[src/logic/epa_pkg.sv]
// epa_pkg: constants and carrier types for the enclave page-accept checker
// assumes one core clock; every user of it writes epa_pkg::name
`default_nettype none
package epa_pkg;
  // leaf index that selects page accept in the accumulator
  localparam logic [31:0] LEAF_ACCEPT = 32'h0000_0005;
  // page type codes of the map entry and the security info flags
  localparam logic [7:0] PT_REGULAR   = 8'h01;
  localparam logic [7:0] PT_THREAD    = 8'h02;
  localparam logic [7:0] PT_TRIMMED   = 8'h04;
  localparam logic [7:0] PT_SHADOW_F  = 8'h05;
  localparam logic [7:0] PT_SHADOW_R  = 8'h06;
  // security info flag word layout (low 64 bits of the 512-bit copy)
  localparam int SI_R      = 0;
  localparam int SI_W      = 1;
  localparam int SI_X      = 2;
  localparam int SI_PEND   = 3;
  localparam int SI_MOD    = 4;
  localparam int SI_RESTRICT = 5;
  localparam int SI_PT_LO  = 8;
  localparam int SI_FLAG_W = 64;
  localparam logic [63:0] SI_FLAGS_RSVD = 64'hffff_ffff_ffff_00c0;
  // alignment masks and segment limit pattern
  localparam logic [63:0] ALIGN_SI   = 64'h0000_0000_0000_003f;
  localparam logic [63:0] ALIGN_PAGE = 64'h0000_0000_0000_0fff;
  localparam int          PAGE_SH    = 12;
  localparam logic [11:0] LIMIT_LOW  = 12'hfff;
  // register offsets and control bits
  localparam logic [3:0]  REG_CTRL   = 4'h0;
  localparam logic [3:0]  REG_STATUS = 4'h4;
  localparam logic [3:0]  REG_RAX    = 4'h8;
  localparam int          CTRL_FEAT2 = 0;
  localparam int          CTRL_SSCAP = 1;
  localparam logic [31:0] CTRL_RST   = 32'h0000_0001;

  typedef enum logic [2:0] {
    RES_NONE = 3'h0, RES_OK = 3'h1, RES_GP = 3'h2, RES_PF = 3'h3, RES_ERR = 3'h4
  } epa_res_e;

  typedef enum logic [4:0] {
    ST_IDLE = 5'b00001, ST_PRE = 5'b00010, ST_LOCK = 5'b00100,
    ST_POST = 5'b01000, ST_HOLD = 5'b10000
  } epa_st_e;

  // one page cache map entry as presented by the map lookup
  typedef struct packed {
    logic        valid;
    logic        r;
    logic        w;
    logic        x;
    logic        pending;
    logic        modified;
    logic        restrict_f;
    logic        blocked;
    logic [7:0]  pt;
    logic [15:0] owner;
    logic [51:0] lin_page;
  } epa_map_s;

  // thread control structure fields of the destination page
  typedef struct packed {
    logic        rsvd_nz;
    logic        debug_opt_in;
    logic [31:0] save_idx;
    logic [31:0] save_cnt;
    logic [63:0] exit_ptr;
    logic [63:0] state;
    logic [63:0] prev_ssp;
    logic [31:0] fs_limit;
    logic [31:0] gs_limit;
  } epa_thr_s;

  // completion record of one accept
  typedef struct packed {
    logic        done;
    epa_res_e    outcome;
    logic [63:0] addr;
    logic [63:0] rax;
    logic        zf;
    logic [4:0]  arith;
    logic        flags_wr;
    logic        map_wr;
  } epa_out_s;
endpackage
`default_nettype wire

[src/logic/epa_accept.sv]
// epa_accept: execution and check logic of the user-level page accept leaf
// assumes all inputs come from core logic on clk; map entries and structure
// fields are presented live by the lookup logic for the captured addresses
// Operation
// RL1: leaf 05H selects accept, second set only
// RL2: reject accept outside an enclave
// RL3: software loads info address and page address
// RL4: info address not 64-byte aligned faults
// RL5: info address range, memory, entry checks
// RL6: copy 512-bit info, reserved non-zero faults
// RL7: page alignment, range, memory checks
// RL8: legal flag combinations without shadow capability
// RL9: shadow page types legal with capability
// RL10: destination entry validity, owner, type checks
// RL11: page in use faults, then recheck
// RL12: shared access against base restrictions
// RL13: exclusive against accept-family, others concurrent
// RL14: attribute mismatch sets zero flag, code
// RL15: tracking incomplete returns not-tracked code
// RL16: thread page reserved area must be zero
// RL17: thread structure fields must be initialised
// RL18: narrow mode needs segment limits low FFFH
// RL19: success clears flags, zero flag, return
// RL20: arithmetic flags cleared on completion
// RL21: checks in order, first failure reported
`timescale 1ns/10ps
`default_nettype none
module epa_accept #(
  parameter logic [63:0] ATTR_CODE  = 64'h0000_0000_0000_0013, // mismatch return
  parameter logic [63:0] TRACK_CODE = 64'h0000_0000_0000_000b  // not-tracked return
) (
  input  wire logic              clk,           // core clock, 50 MHz
  input  wire logic              reset_n,       // synchronous reset, low active
  input  wire logic              clk_en,        // freezes all state while low
  input  wire logic [3:0]        reg_addr,      // register byte address
  input  wire logic [31:0]       reg_wdata,     // register write data
  input  wire logic              reg_wr,        // write strobe
  input  wire logic              reg_rd,        // read strobe
  output logic      [31:0]       reg_rdata,     // read data, cycle after strobe
  input  wire logic              start,         // instruction issue pulse
  input  wire logic [31:0]       leaf_idx,      // accumulator leaf index
  input  wire logic              in_enclave,    // executing inside an enclave
  input  wire logic [63:0]       rbx,           // security info address
  input  wire logic [63:0]       rcx,           // destination page address
  input  wire logic [63:0]       elr_base,      // enclave linear range base
  input  wire logic [63:0]       elr_end,       // enclave linear range end, excl
  input  wire logic [511:0]      si_data,       // 64-byte info contents
  input  wire logic              si_in_prot,    // info address in protected memory
  input  wire logic              dst_in_prot,   // page address in protected memory
  input  wire epa_pkg::epa_map_s si_map,        // map entry of the info page
  input  wire epa_pkg::epa_map_s dst_map,       // map entry of the destination
  input  wire logic [15:0]       active_owner,  // running enclave control id
  input  wire logic              dst_in_use,    // page held by another operation
  input  wire logic              base_conflict, // shared access refused
  input  wire logic              excl_conflict, // accept-family op holds page
  input  wire logic              track_done,    // exit tracking complete
  input  wire logic              wide_mode,     // enclave in 64-bit mode
  input  wire epa_pkg::epa_thr_s thr_fields,    // destination thread fields
  output logic                   lock_req,      // asks for the page lock
  output logic                   lock_hold,     // page held exclusively
  output epa_pkg::epa_out_s      res            // completion record
);

  // whole module state
  typedef struct packed {
    epa_pkg::epa_st_e  st;
    logic [63:0]       rbx;
    logic [63:0]       rcx;
    logic [511:0]      si;
    logic [31:0]       ctrl;
    logic              hold;
    logic [31:0]       rdata;
    epa_pkg::epa_out_s o;
  } epa_state_s;

  epa_state_s s_q;
  epa_state_s s_d;

  // ends the instruction; faults leave flags alone, returns rewrite them
  function automatic epa_state_s fin(epa_state_s x, epa_pkg::epa_res_e r,
                                     logic [63:0] a, logic [63:0] code);
    epa_state_s y;
    y            = x;
    y.st         = epa_pkg::ST_IDLE;
    y.hold       = 1'b0;
    y.o.done     = 1'b1;
    y.o.outcome  = r;
    y.o.addr     = a;
    if (r == epa_pkg::RES_OK || r == epa_pkg::RES_ERR) begin
      y.o.rax      = code;
      y.o.zf       = (r == epa_pkg::RES_ERR);
      y.o.arith    = 5'h00; // [RL20]
      y.o.flags_wr = 1'b1;  // [RL20]
    end
    y.o.map_wr   = (r == epa_pkg::RES_OK); // [RL19]
    return y;
  endfunction

  // decoded request fields
  logic [7:0] pt;
  logic       pend;
  logic       modf;
  logic       prf;
  logic       ss_cap;
  logic       si_rsvd;
  logic       combo_ok;
  logic       si_ent_bad;
  logic       dst_ent_bad;
  logic       dst_pt_ok;
  logic       mismatch;
  logic       thr_bad;
  logic       limit_bad;

  assign pt      = s_q.si[epa_pkg::SI_PT_LO +: 8];
  assign pend    = s_q.si[epa_pkg::SI_PEND];
  assign modf    = s_q.si[epa_pkg::SI_MOD];
  assign prf     = s_q.si[epa_pkg::SI_RESTRICT];
  assign ss_cap  = s_q.ctrl[epa_pkg::CTRL_SSCAP];
  // reserved flag bits and the upper 56 bytes of the copy
  assign si_rsvd = ((s_q.si[epa_pkg::SI_FLAG_W-1:0] & epa_pkg::SI_FLAGS_RSVD) != 64'h0) ||
                   (s_q.si[511:epa_pkg::SI_FLAG_W] != 448'h0); // [RL6]

  // legal type/pending/modified/restrict combinations
  always_comb begin
    combo_ok = (pt == epa_pkg::PT_REGULAR && (prf || pend) && !modf) || // [RL8]
               ((pt == epa_pkg::PT_THREAD || pt == epa_pkg::PT_TRIMMED) &&
                !prf && !pend && modf);
    if (ss_cap) begin
      combo_ok = combo_ok ||
                 ((pt == epa_pkg::PT_SHADOW_F || pt == epa_pkg::PT_SHADOW_R) &&
                  pend && !modf && !prf); // [RL9]
    end
  end

  // map entry checks for the info page and the destination
  assign si_ent_bad = !si_map.valid || !si_map.r || si_map.pending || si_map.modified ||
                      si_map.blocked || si_map.pt != epa_pkg::PT_REGULAR ||
                      si_map.owner != active_owner ||
                      si_map.lin_page != s_q.rbx[63:epa_pkg::PAGE_SH]; // [RL5]
  assign dst_pt_ok  = dst_map.pt == epa_pkg::PT_REGULAR || dst_map.pt == epa_pkg::PT_THREAD ||
                      dst_map.pt == epa_pkg::PT_TRIMMED || dst_map.pt == epa_pkg::PT_SHADOW_F ||
                      dst_map.pt == epa_pkg::PT_SHADOW_R;
  assign dst_ent_bad = !dst_map.valid || dst_map.blocked || !dst_pt_ok ||
                       dst_map.owner != active_owner; // [RL10]
  assign mismatch   = dst_map.lin_page != s_q.rcx[63:epa_pkg::PAGE_SH] ||
                      dst_map.pending != pend || dst_map.modified != modf ||
                      dst_map.r != s_q.si[epa_pkg::SI_R] ||
                      dst_map.w != s_q.si[epa_pkg::SI_W] ||
                      dst_map.x != s_q.si[epa_pkg::SI_X]; // [RL14]
  assign thr_bad    = thr_fields.debug_opt_in || thr_fields.save_idx >= thr_fields.save_cnt ||
                      thr_fields.exit_ptr != 64'h0 || thr_fields.state != 64'h0 ||
                      (ss_cap && thr_fields.prev_ssp != 64'h0); // [RL17]
  assign limit_bad  = !wide_mode && (thr_fields.fs_limit[11:0] != epa_pkg::LIMIT_LOW ||
                                     thr_fields.gs_limit[11:0] != epa_pkg::LIMIT_LOW); // [RL18]

  // next state: one check stage per state, first failure ends the run
  always_comb begin
    s_d            = s_q;
    s_d.o.done     = 1'b0;
    s_d.o.flags_wr = 1'b0;
    s_d.o.map_wr   = 1'b0;
    s_d.rdata      = 32'h0;
    case (s_q.st)
      epa_pkg::ST_IDLE: begin
        if (start && leaf_idx == epa_pkg::LEAF_ACCEPT &&
            s_q.ctrl[epa_pkg::CTRL_FEAT2]) begin // [RL1]
          s_d.rbx = rbx; // [RL3]
          s_d.rcx = rcx;
          s_d.si  = si_data; // [RL6]
          if (!in_enclave) begin
            s_d = fin(s_q, epa_pkg::RES_GP, 64'h0, 64'h0); // [RL2]
          end else begin
            s_d.st = epa_pkg::ST_PRE;
          end
        end
      end
      epa_pkg::ST_PRE: begin
        // ordered operand checks [RL21]
        if ((s_q.rbx & epa_pkg::ALIGN_SI) != 64'h0) begin
          s_d = fin(s_q, epa_pkg::RES_GP, 64'h0, 64'h0); // [RL4]
        end else if (s_q.rbx < elr_base || s_q.rbx >= elr_end) begin
          s_d = fin(s_q, epa_pkg::RES_GP, 64'h0, 64'h0); // [RL5]
        end else if (!si_in_prot || si_ent_bad) begin
          s_d = fin(s_q, epa_pkg::RES_PF, s_q.rbx, 64'h0); // [RL5]
        end else if (si_rsvd) begin
          s_d = fin(s_q, epa_pkg::RES_GP, 64'h0, 64'h0); // [RL6]
        end else if ((s_q.rcx & epa_pkg::ALIGN_PAGE) != 64'h0 ||
                     s_q.rcx < elr_base || s_q.rcx >= elr_end) begin
          s_d = fin(s_q, epa_pkg::RES_GP, 64'h0, 64'h0); // [RL7]
        end else if (!dst_in_prot) begin
          s_d = fin(s_q, epa_pkg::RES_PF, s_q.rcx, 64'h0); // [RL7]
        end else if (!combo_ok) begin
          s_d = fin(s_q, epa_pkg::RES_GP, 64'h0, 64'h0); // [RL8] [RL9]
        end else if (dst_ent_bad) begin
          s_d = fin(s_q, epa_pkg::RES_PF, s_q.rcx, 64'h0); // [RL10]
        end else begin
          s_d.st = epa_pkg::ST_LOCK;
        end
      end
      epa_pkg::ST_LOCK: begin
        // lock_req is high here; the info operand takes no lock at all
        if (dst_in_use) begin
          s_d = fin(s_q, epa_pkg::RES_GP, 64'h0, 64'h0); // [RL11]
        end else if (base_conflict) begin
          s_d = fin(s_q, epa_pkg::RES_GP, 64'h0, 64'h0); // [RL12]
        end else if (excl_conflict) begin
          s_d = fin(s_q, epa_pkg::RES_GP, 64'h0, 64'h0); // [RL13]
        end else begin
          s_d.hold = 1'b1; // [RL13]
          s_d.st   = epa_pkg::ST_POST;
        end
      end
      epa_pkg::ST_POST: begin
        // entry may have changed before the lock was taken, so look again
        if (!dst_map.valid || dst_map.owner != active_owner) begin
          s_d = fin(s_q, epa_pkg::RES_PF, s_q.rcx, 64'h0); // [RL11]
        end else if (mismatch) begin
          s_d = fin(s_q, epa_pkg::RES_ERR, s_q.rcx, ATTR_CODE); // [RL14]
        end else if (!track_done) begin
          s_d = fin(s_q, epa_pkg::RES_ERR, s_q.rcx, TRACK_CODE); // [RL15]
        end else if (pt == epa_pkg::PT_THREAD) begin
          s_d.st = epa_pkg::ST_HOLD;
        end else begin
          s_d = fin(s_q, epa_pkg::RES_OK, s_q.rcx, 64'h0); // [RL19]
        end
      end
      epa_pkg::ST_HOLD: begin
        // thread control page field checks
        if (thr_fields.rsvd_nz) begin
          s_d = fin(s_q, epa_pkg::RES_GP, 64'h0, 64'h0); // [RL16]
        end else if (thr_bad || limit_bad) begin
          s_d = fin(s_q, epa_pkg::RES_GP, 64'h0, 64'h0); // [RL17] [RL18]
        end else begin
          s_d = fin(s_q, epa_pkg::RES_OK, s_q.rcx, 64'h0); // [RL19]
        end
      end
      default: begin
        s_d.st   = epa_pkg::ST_IDLE;
        s_d.hold = 1'b0;
      end
    endcase
    // register port; the slave never stalls
    if (reg_wr && reg_addr == epa_pkg::REG_CTRL) begin
      s_d.ctrl = reg_wdata;
    end
    if (reg_rd) begin
      case (reg_addr)
        epa_pkg::REG_CTRL:   s_d.rdata = s_q.ctrl;
        epa_pkg::REG_STATUS: s_d.rdata = {27'h0, s_q.st != epa_pkg::ST_IDLE, s_q.o.outcome,
                                          s_q.o.zf};
        epa_pkg::REG_RAX:    s_d.rdata = s_q.o.rax[31:0];
        default:             s_d.rdata = 32'h0;
      endcase
    end
  end

  // state register; clock enable freezes everything
  always_ff @(posedge clk) begin
    if (!reset_n) begin
      s_q      <= '0;
      s_q.st   <= epa_pkg::ST_IDLE;
      s_q.ctrl <= epa_pkg::CTRL_RST;
    end else if (clk_en) begin
      s_q <= s_d;
    end
  end

  // outputs
  assign reg_rdata = s_q.rdata;
  assign res       = s_q.o;
  assign lock_hold = s_q.hold;
  assign lock_req  = (s_q.st == epa_pkg::ST_LOCK); // [RL12]
endmodule
`default_nettype wire

[config.mk]
export PLATFORM = sky130hd
export DESIGN_NAME = epa_accept
export DESIGN_NICKNAME = d
export VERILOG_FILES = /design/src/logic/epa_pkg.sv /design/src/logic/epa_accept.sv
export SDC_FILE = /design/constraint.sdc
export NUM_CORES = 2
export LEC_CHECK = 0
export ABC_AREA = 1
export BUFFER_PORTS_ARGS = -buffer_cell sky130_fd_sc_hd__buf_2
export CAP_MARGIN = 20
export CORE_AREA = 2 2 594 596
export DETAILED_ROUTE_END_ITERATION = 6
export DIE_AREA = 0 0 596 598
export SYNTH_ARGS = -nofsm -noshare
export SYNTH_HDL_FRONTEND = slang
export SYNTH_SLANG_ARGS = --single-unit
[constraint.sdc]
create_clock -name clk -period 3.9 [get_ports clk]
set_input_delay 0.78 -clock clk [delete_from_list [all_inputs] [get_ports clk]]
set_output_delay 0.78 -clock clk [all_outputs]
set_load 0.02 [all_outputs]
Word level (Yosys, flattened, before mapping)
Cells that the tools add are included.
{"block": "op_classes", "order_cmp": 5, "n_eq_ne": 69, "muxes": 32, "n_bitwise": 5, "n_reduce_logical": 76}
{"operator": "2-to-1 mux 850 bit", "n": 13}
{"operator": "one-hot mux 672 bit (5 select lines)", "n": 1}
{"operator": "one-hot mux 172 bit (5 select lines)", "n": 1}
{"operator": "2-to-1 mux 845 bit", "n": 1}
{"operator": "nonzero test 448 bit", "n": 1}
{"operator": "nonzero test 64 bit", "n": 6}
{"operator": "2-to-1 mux 173 bit", "n": 2}
{"operator": "2-to-1 mux 138 bit", "n": 2}
{"operator": "2-to-1 mux 172 bit", "n": 1}
{"operator": "greater-or-equal comparator 64 bit", "n": 2}
{"operator": "less-than comparator 64 bit", "n": 2}
{"operator": "!= test 52 bit", "n": 2}
{"operator": "one-hot mux 32 bit (3 select lines)", "n": 1}
{"operator": "2-to-1 mux 32 bit", "n": 2}
{"operator": "== test 8 x 3 -> 1 bit (second input constant)", "n": 6}
{"operator": "!= test 3 bit (second input constant)", "n": 16}
{"operator": "logical OR 1 bit", "n": 36}
{"operator": "!= test 2 bit (second input constant)", "n": 17}
{"operator": "== test 32 x 3 -> 1 bit (second input constant)", "n": 1}
{"operator": "greater-or-equal comparator 32 bit", "n": 1}
{"operator": "!= test 16 bit", "n": 2}
{"operator": "one-hot mux 5 bit (5 select lines)", "n": 1}
{"operator": "!= test 12 bit (second input constant)", "n": 2}
{"operator": "AND reduction 18 bit", "n": 1}
{"operator": "33 further kinds", "n": 67}
{"block": "word_totals", "ff_bits": 850, "inputBits": 1356, "output_inout_bits": 174}

Logic depth before layout (Yosys ltp)
{"block": "logic_depth", "depth_word": 18, "depth_mapped": 25}

Worst setup path after synthesis
Ideal clock, no wire load.
{"block": "synth_path", "kind": "in2reg", "start": "in elr_end[9]", "end": "reg s_q (netlist bit res[139])", "setup_time_ps": 132, "arrival_time_ps": 2752, "t_required_ps": 3768, "path_slack_ps": 1015, "path_stages": 20, "path_cell_list": "inv_1 > ha_1 > nand2_1 > inv_1 > o21ai_1 > nand2_1 > a21oi_1 > nand2_1 > nand2_1 > nand2_1 > nand2_1 > nand2_1 > nor2_1 > nand2_1 > o21ai_1 > nand3_2 > nand2_2 > buf_4 > buf_6 > a21oi_1"}
{"block": "synth_via", "elab_chain_len": 8, "word_cells_on_any_way": 10}
{"item": "start, declared", "line": "epa_accept.sv:46", "rtl": "input wire logic [63:0] elr_end,"}
{"item": "greater-or-equal comparator 64 bit", "line": "epa_accept.sv:188", "rtl": "s_q.rcx < elr_base || s_q.rcx >= elr_end) begin"}
{"item": "logical OR 1 bit", "line": "epa_accept.sv:188"}
{"item": "2-to-1 mux 850 bit", "line": "epa_accept.sv:187", "rtl": "end else if ((s_q.rcx & epa_pkg::ALIGN_PAGE) != 64'h0 ||"}
{"item": "2-to-1 mux 850 bit", "line": "epa_accept.sv:185", "rtl": "end else if (si_rsvd) begin"}
{"item": "2-to-1 mux 850 bit", "line": "epa_accept.sv:183", "rtl": "end else if (!si_in_prot || si_ent_bad) begin"}
{"item": "2-to-1 mux 850 bit (*)", "line": "epa_accept.sv:181", "rtl": "end else if (s_q.rbx < elr_base || s_q.rbx >= elr_end) begin"}
{"item": "2-to-1 mux 850 bit (*)", "line": "epa_accept.sv:179", "rtl": "if ((s_q.rbx & epa_pkg::ALIGN_SI) != 64'h0) begin"}
{"item": "one-hot mux 172 bit (5 select lines) (*)", "line": "epa_accept.sv:163", "rtl": "case (s_q.st)"}
{"item": "end, declared", "line": "epa_accept.sv:76", "rtl": "epa_state_s s_q;"}
Mark *: on every way between the ends. The rest lies on a longest branch, timed or not. The select of a mux whose other input is x is not followed.
A chain may end at the register's enable or synchronous reset.

Worst setup path after layout
{"block": "layout_path", "start": "reg s_q[780] (netlist bit)", "end": "reg s_q (netlist bit res[95])"}
{"block": "layout_via", "elab_chain_len": 9, "word_cells_on_any_way": 21}
{"item": "less-than comparator 64 bit / != test 52 bit (equally long branches)", "line": "epa_accept.sv:188, epa_accept.sv:145"}
{"item": "logical OR 1 bit (on tied branches)", "line": "epa_accept.sv:187, epa_accept.sv:145"}
{"item": "logical OR 1 bit (on tied branches)", "line": "epa_accept.sv:188, epa_accept.sv:146"}
{"item": "2-to-1 mux 850 bit / logical OR 1 bit (equally long branches)", "line": "epa_accept.sv:187, epa_accept.sv:146"}
{"item": "2-to-1 mux 850 bit / logical OR 1 bit (equally long branches)", "line": "epa_accept.sv:185, epa_accept.sv:147"}
{"item": "2-to-1 mux 850 bit / logical OR 1 bit (equally long branches)", "line": "epa_accept.sv:183, epa_accept.sv:148"}
{"item": "2-to-1 mux 850 bit (on tied branches)", "line": "epa_accept.sv:181, epa_accept.sv:217"}
{"item": "2-to-1 mux 850 bit (on tied branches)", "line": "epa_accept.sv:179, epa_accept.sv:215"}
{"item": "one-hot mux 172 bit (5 select lines)", "line": "epa_accept.sv:163"}
Parallel ways exist; a longest one is shown, timed or not. The select of a mux whose other input is x is not followed.

==> results.tsv <==
stage	metric	value	unit
routing	1st-iter DRT viols	3085	
power	Max VDD drop	0.2915	mV
sta	Slew Viols, Final	0	
die	die area	356400	um^2
critical_path	depth of the worst register-to-register path	18	
placed_design	placed cell count	12460	
routing	top routing layer used	met5	
synthesis	Syn Std Cell Area	45310	um^2
cells_and_area	fraction of layout cells with a size suffix above 1	0.2627	
synthesis	number of synthesized flops with an enable pin	0	
clock_network	CTS tree	done	
job	Max Cap Violations	0	
clock_network	Clock Sinks	783	
clock_network	CTS max path bufs	4	
critical_path	Critical Path RT	4.59	ns
cells_and_area	Final #Nets	9584	
die	core area	350800	um^2
routing	final wirelength	260400	um
synthesis	Async SR Flop Fraction	0	
critical_path	Worst R2R Setup Slack	0.20	ns
routing	number of remaining DRC errors	0	
clock_network	CTS Hold Bufs	0	
cells_and_area	post-route insts no fill	12720	
die	Die X-Extent	596	um
routing	Post-DRT Antenna Nets	0	
synthesis	Mapped Cells	6560	
synthesis	average cell area after synthesis	6.907	um^2
sta	fmax	0.2706	GHz
die	I/O pin cnt	1530	
cells_and_area	Layout area overhead	37.22	%
sta	actual slew at the worst max-slew pin	0.9836	ns
sta	Slew headroom	0.3443	
sta	post-route setup slack	0.2046	ns
sta	Fin Clk Skew	0.05235	ns
routing	M1 WL	98820	um
synthesis	#FFs+latches synth	783	
clock_network	CTS buffer count	98	
sta	post-layout min period	3.695	ns
synthesis	Synth warnings	0	
worst_hold_path	HP Class	primary input to flip-flop	
placed_design	IO buf count	1420	
cells_and_area	sequential standard cell area	15680	um^2
run_status	status	finished, final reports clean	
routing	vias per cell	3.813	
power	Pleak	30.02	nW
routing	DRT Pass-1 Iters	5	
clock_network	clk_lat worst skew	0.80	ns
grt	global route overflow	0	
sta	Final setup viols	0	
clock_network	CTS HTree Levels	3	
synthesis	post-synth cell types	48	
sta	fin crit share	0.9476	
placed_design	placer congestion estimate	0.9309	
routing	Detail Route met3 WL	16940	um
placed_design	DP Wirelength	219400	um
critical_path	CP endpoint kind	flip-flop	
power	Design Power	20.37	mW
clock_network	root buffer cell	clkbuf_16	
cells_and_area	footprint of the multi-input gates	24500	um^2
die	Die Y-Extent	598	um
routing	drt wl/cell	20.48	um
clock_network	Post-CTS Setup Inserts	0	
die	num rows	218	
sta	RSZ-0062 raised after global routing	false	
grt	largest net degree at the start of global routing	151	
worst_hold_path	Hold Path Stages	3	
critical_path	WP data arrival	4.39	ns
sta	Setup TNS	0	ns
critical_path	WS Path Type	flip-flop to flip-flop	
sta	Final Hold Viols	0	
cells_and_area	fillers	40360	
routing	met2 routed WL	130000	um
synthesis	Post-synth top flop	dfxtp_1	
clock_network	clock slew seen by the registers of the worst setup and hold paths	0.06	ns
die	Initial Utilization	0.1292	
critical_path	CP startpoint kind	flip-flop	
grt	vias in the first global route	46620	
routing	vias post-DR	48490	
power	PD cells	327.7	nW/um^2
grt	initial antenna violation count	137	
placed_design	Setup Slack @ Placement	-0.3590	ns
grt	Overall Global Routing Usage	0.1392	
grt	first-pass GRT wire length	350700	um
synthesis	register area share after synthesis	0.3460	
critical_path	Crit Path Max Fanout	46	
## cell families (layout without fill, tap and decap cells)
kind of cell	count (synthesis)	after routing	share of synthesized area
flip-flops	783	783	0.3460
AND/OR/NAND/NOR	3245	3245	0.2973
AO/OA/AOI/OAI	949	949	0.1450
other	1	146	0.00008277
buffers and inverters	1235	2627	0.1208
XOR/XNOR	61	61	0.01179
adder cells (fa/ha/maj)	286	286	0.07898
## worst max-delay path, stage by stage, from the launching register on
cell     delay, ns
dfxtp_1       0.43
ha_1          0.36
nand2_1       0.10
nor4_1        0.59
buf_4         0.25
nand2_1       0.16
nor3_1        0.19
nand2_1       0.11
nand2_1       0.15
buf_12        0.14
buf_4         0.11
and2_1        0.14
nand3_1       0.09
nand2_2       0.11
buf_12        0.22
nand3_1       0.12
nand2_1       0.08
nor2_1        0.04
nor2_1        0.12
## path summary, 6_finish.rpt
check	end	start
worst max register to register	res[95]	s_q[780]
worst max-delay path	res[95]	s_q[780]
worst min register to register	reg_rdata[22]	s_q[195]
worst min-delay path	s_q[584]	si_data[379]
## layout make-up
type	instances	share of cell area
antenna	81	0.003260
multi-input combinational	4606	0.3941
timing repair buffer	1685	0.1588
clock inverter	41	0.007607
inverter	768	0.04661
sequential	783	0.2521
tap	4620	0.09298
clock buffer	133	0.04446
## power by group
group	total (mW)	switching [mW]	internal, mW	leakage (nW)
logic	2.81	1.76	1.05	22.1
registers	8.23	0.100	8.13	6.31
clock network	9.33	3.94	5.40	1.58
## per-stage QoR
stage | utilization | hold WS [ns] | cell area, um^2
finish | 0.1772 | 0.1951 | 62170
global route | 0.1770 | 0.1287 | 62090
CTS | 0.1765 | 0.09722 | 61910
detailed placement | 0.1673 | 0.4522 | 58670
global placement | 0.1673 | 0.4477 | 58670
floorplan | - | 0.4303 | 45550
## placed cells by master (no fill, tap or decap), drive strengths merged, types with 8 or more instances in the layout
cell,Yosys,layout
inv,767,776
nand3,252,252
nand4,178,178
clkbuf,209,134
dfxtp,783,783
nor3,69,69
xor2,14,14
xnor2,47,47
nand3b,18,18
buf,258,1684
clkinv,1,21
nor4,72,72
nand2,999,999
o21a,8,8
diode,0,81
nor3b,11,11
ha,286,286
o21ai,407,407
a21oi,218,218
nor2,1600,1600
or2,36,36
conb,1,65
a211oi,294,294
## per-layer routing
layer  global-route usage  vias up
met5                    0        -
met4              0.06956       74
met3              0.02918      514
met2               0.2521     1956
met1               0.1530    22060
li1                     -    23890
## state kept, by name (all words and copies together), names as in the netlist
signal / count
reg_rdata: 32
pend: 1
res: 73
lock_hold: 1
s_q: 666
modf: 1
prf: 1
pt: 8
## Yosys cell counts (71+ instances only)
cell type,n,share of area
nand2_1,998,0.083
buf_4,193,0.032
nand4_1,178,0.025
a211oi_1,94,0.016
ha_1,286,0.079
a21oi_1,218,0.024
nand3_1,251,0.028
o21ai_0,404,0.045
nor4_1,71,0.0098
nor2_1,1600,0.13
a211oi_2,200,0.055
dfxtp_1,783,0.35
inv_1,760,0.063
clkbuf_1,209,0.017
## repair_timing
item,CTS,global route
pin swaps,0,1
cloned,0,1
endpoints found under the setup margin,67,68
resized for setup,2,7
Note: power is estimated with default switching activity, not from simulation.
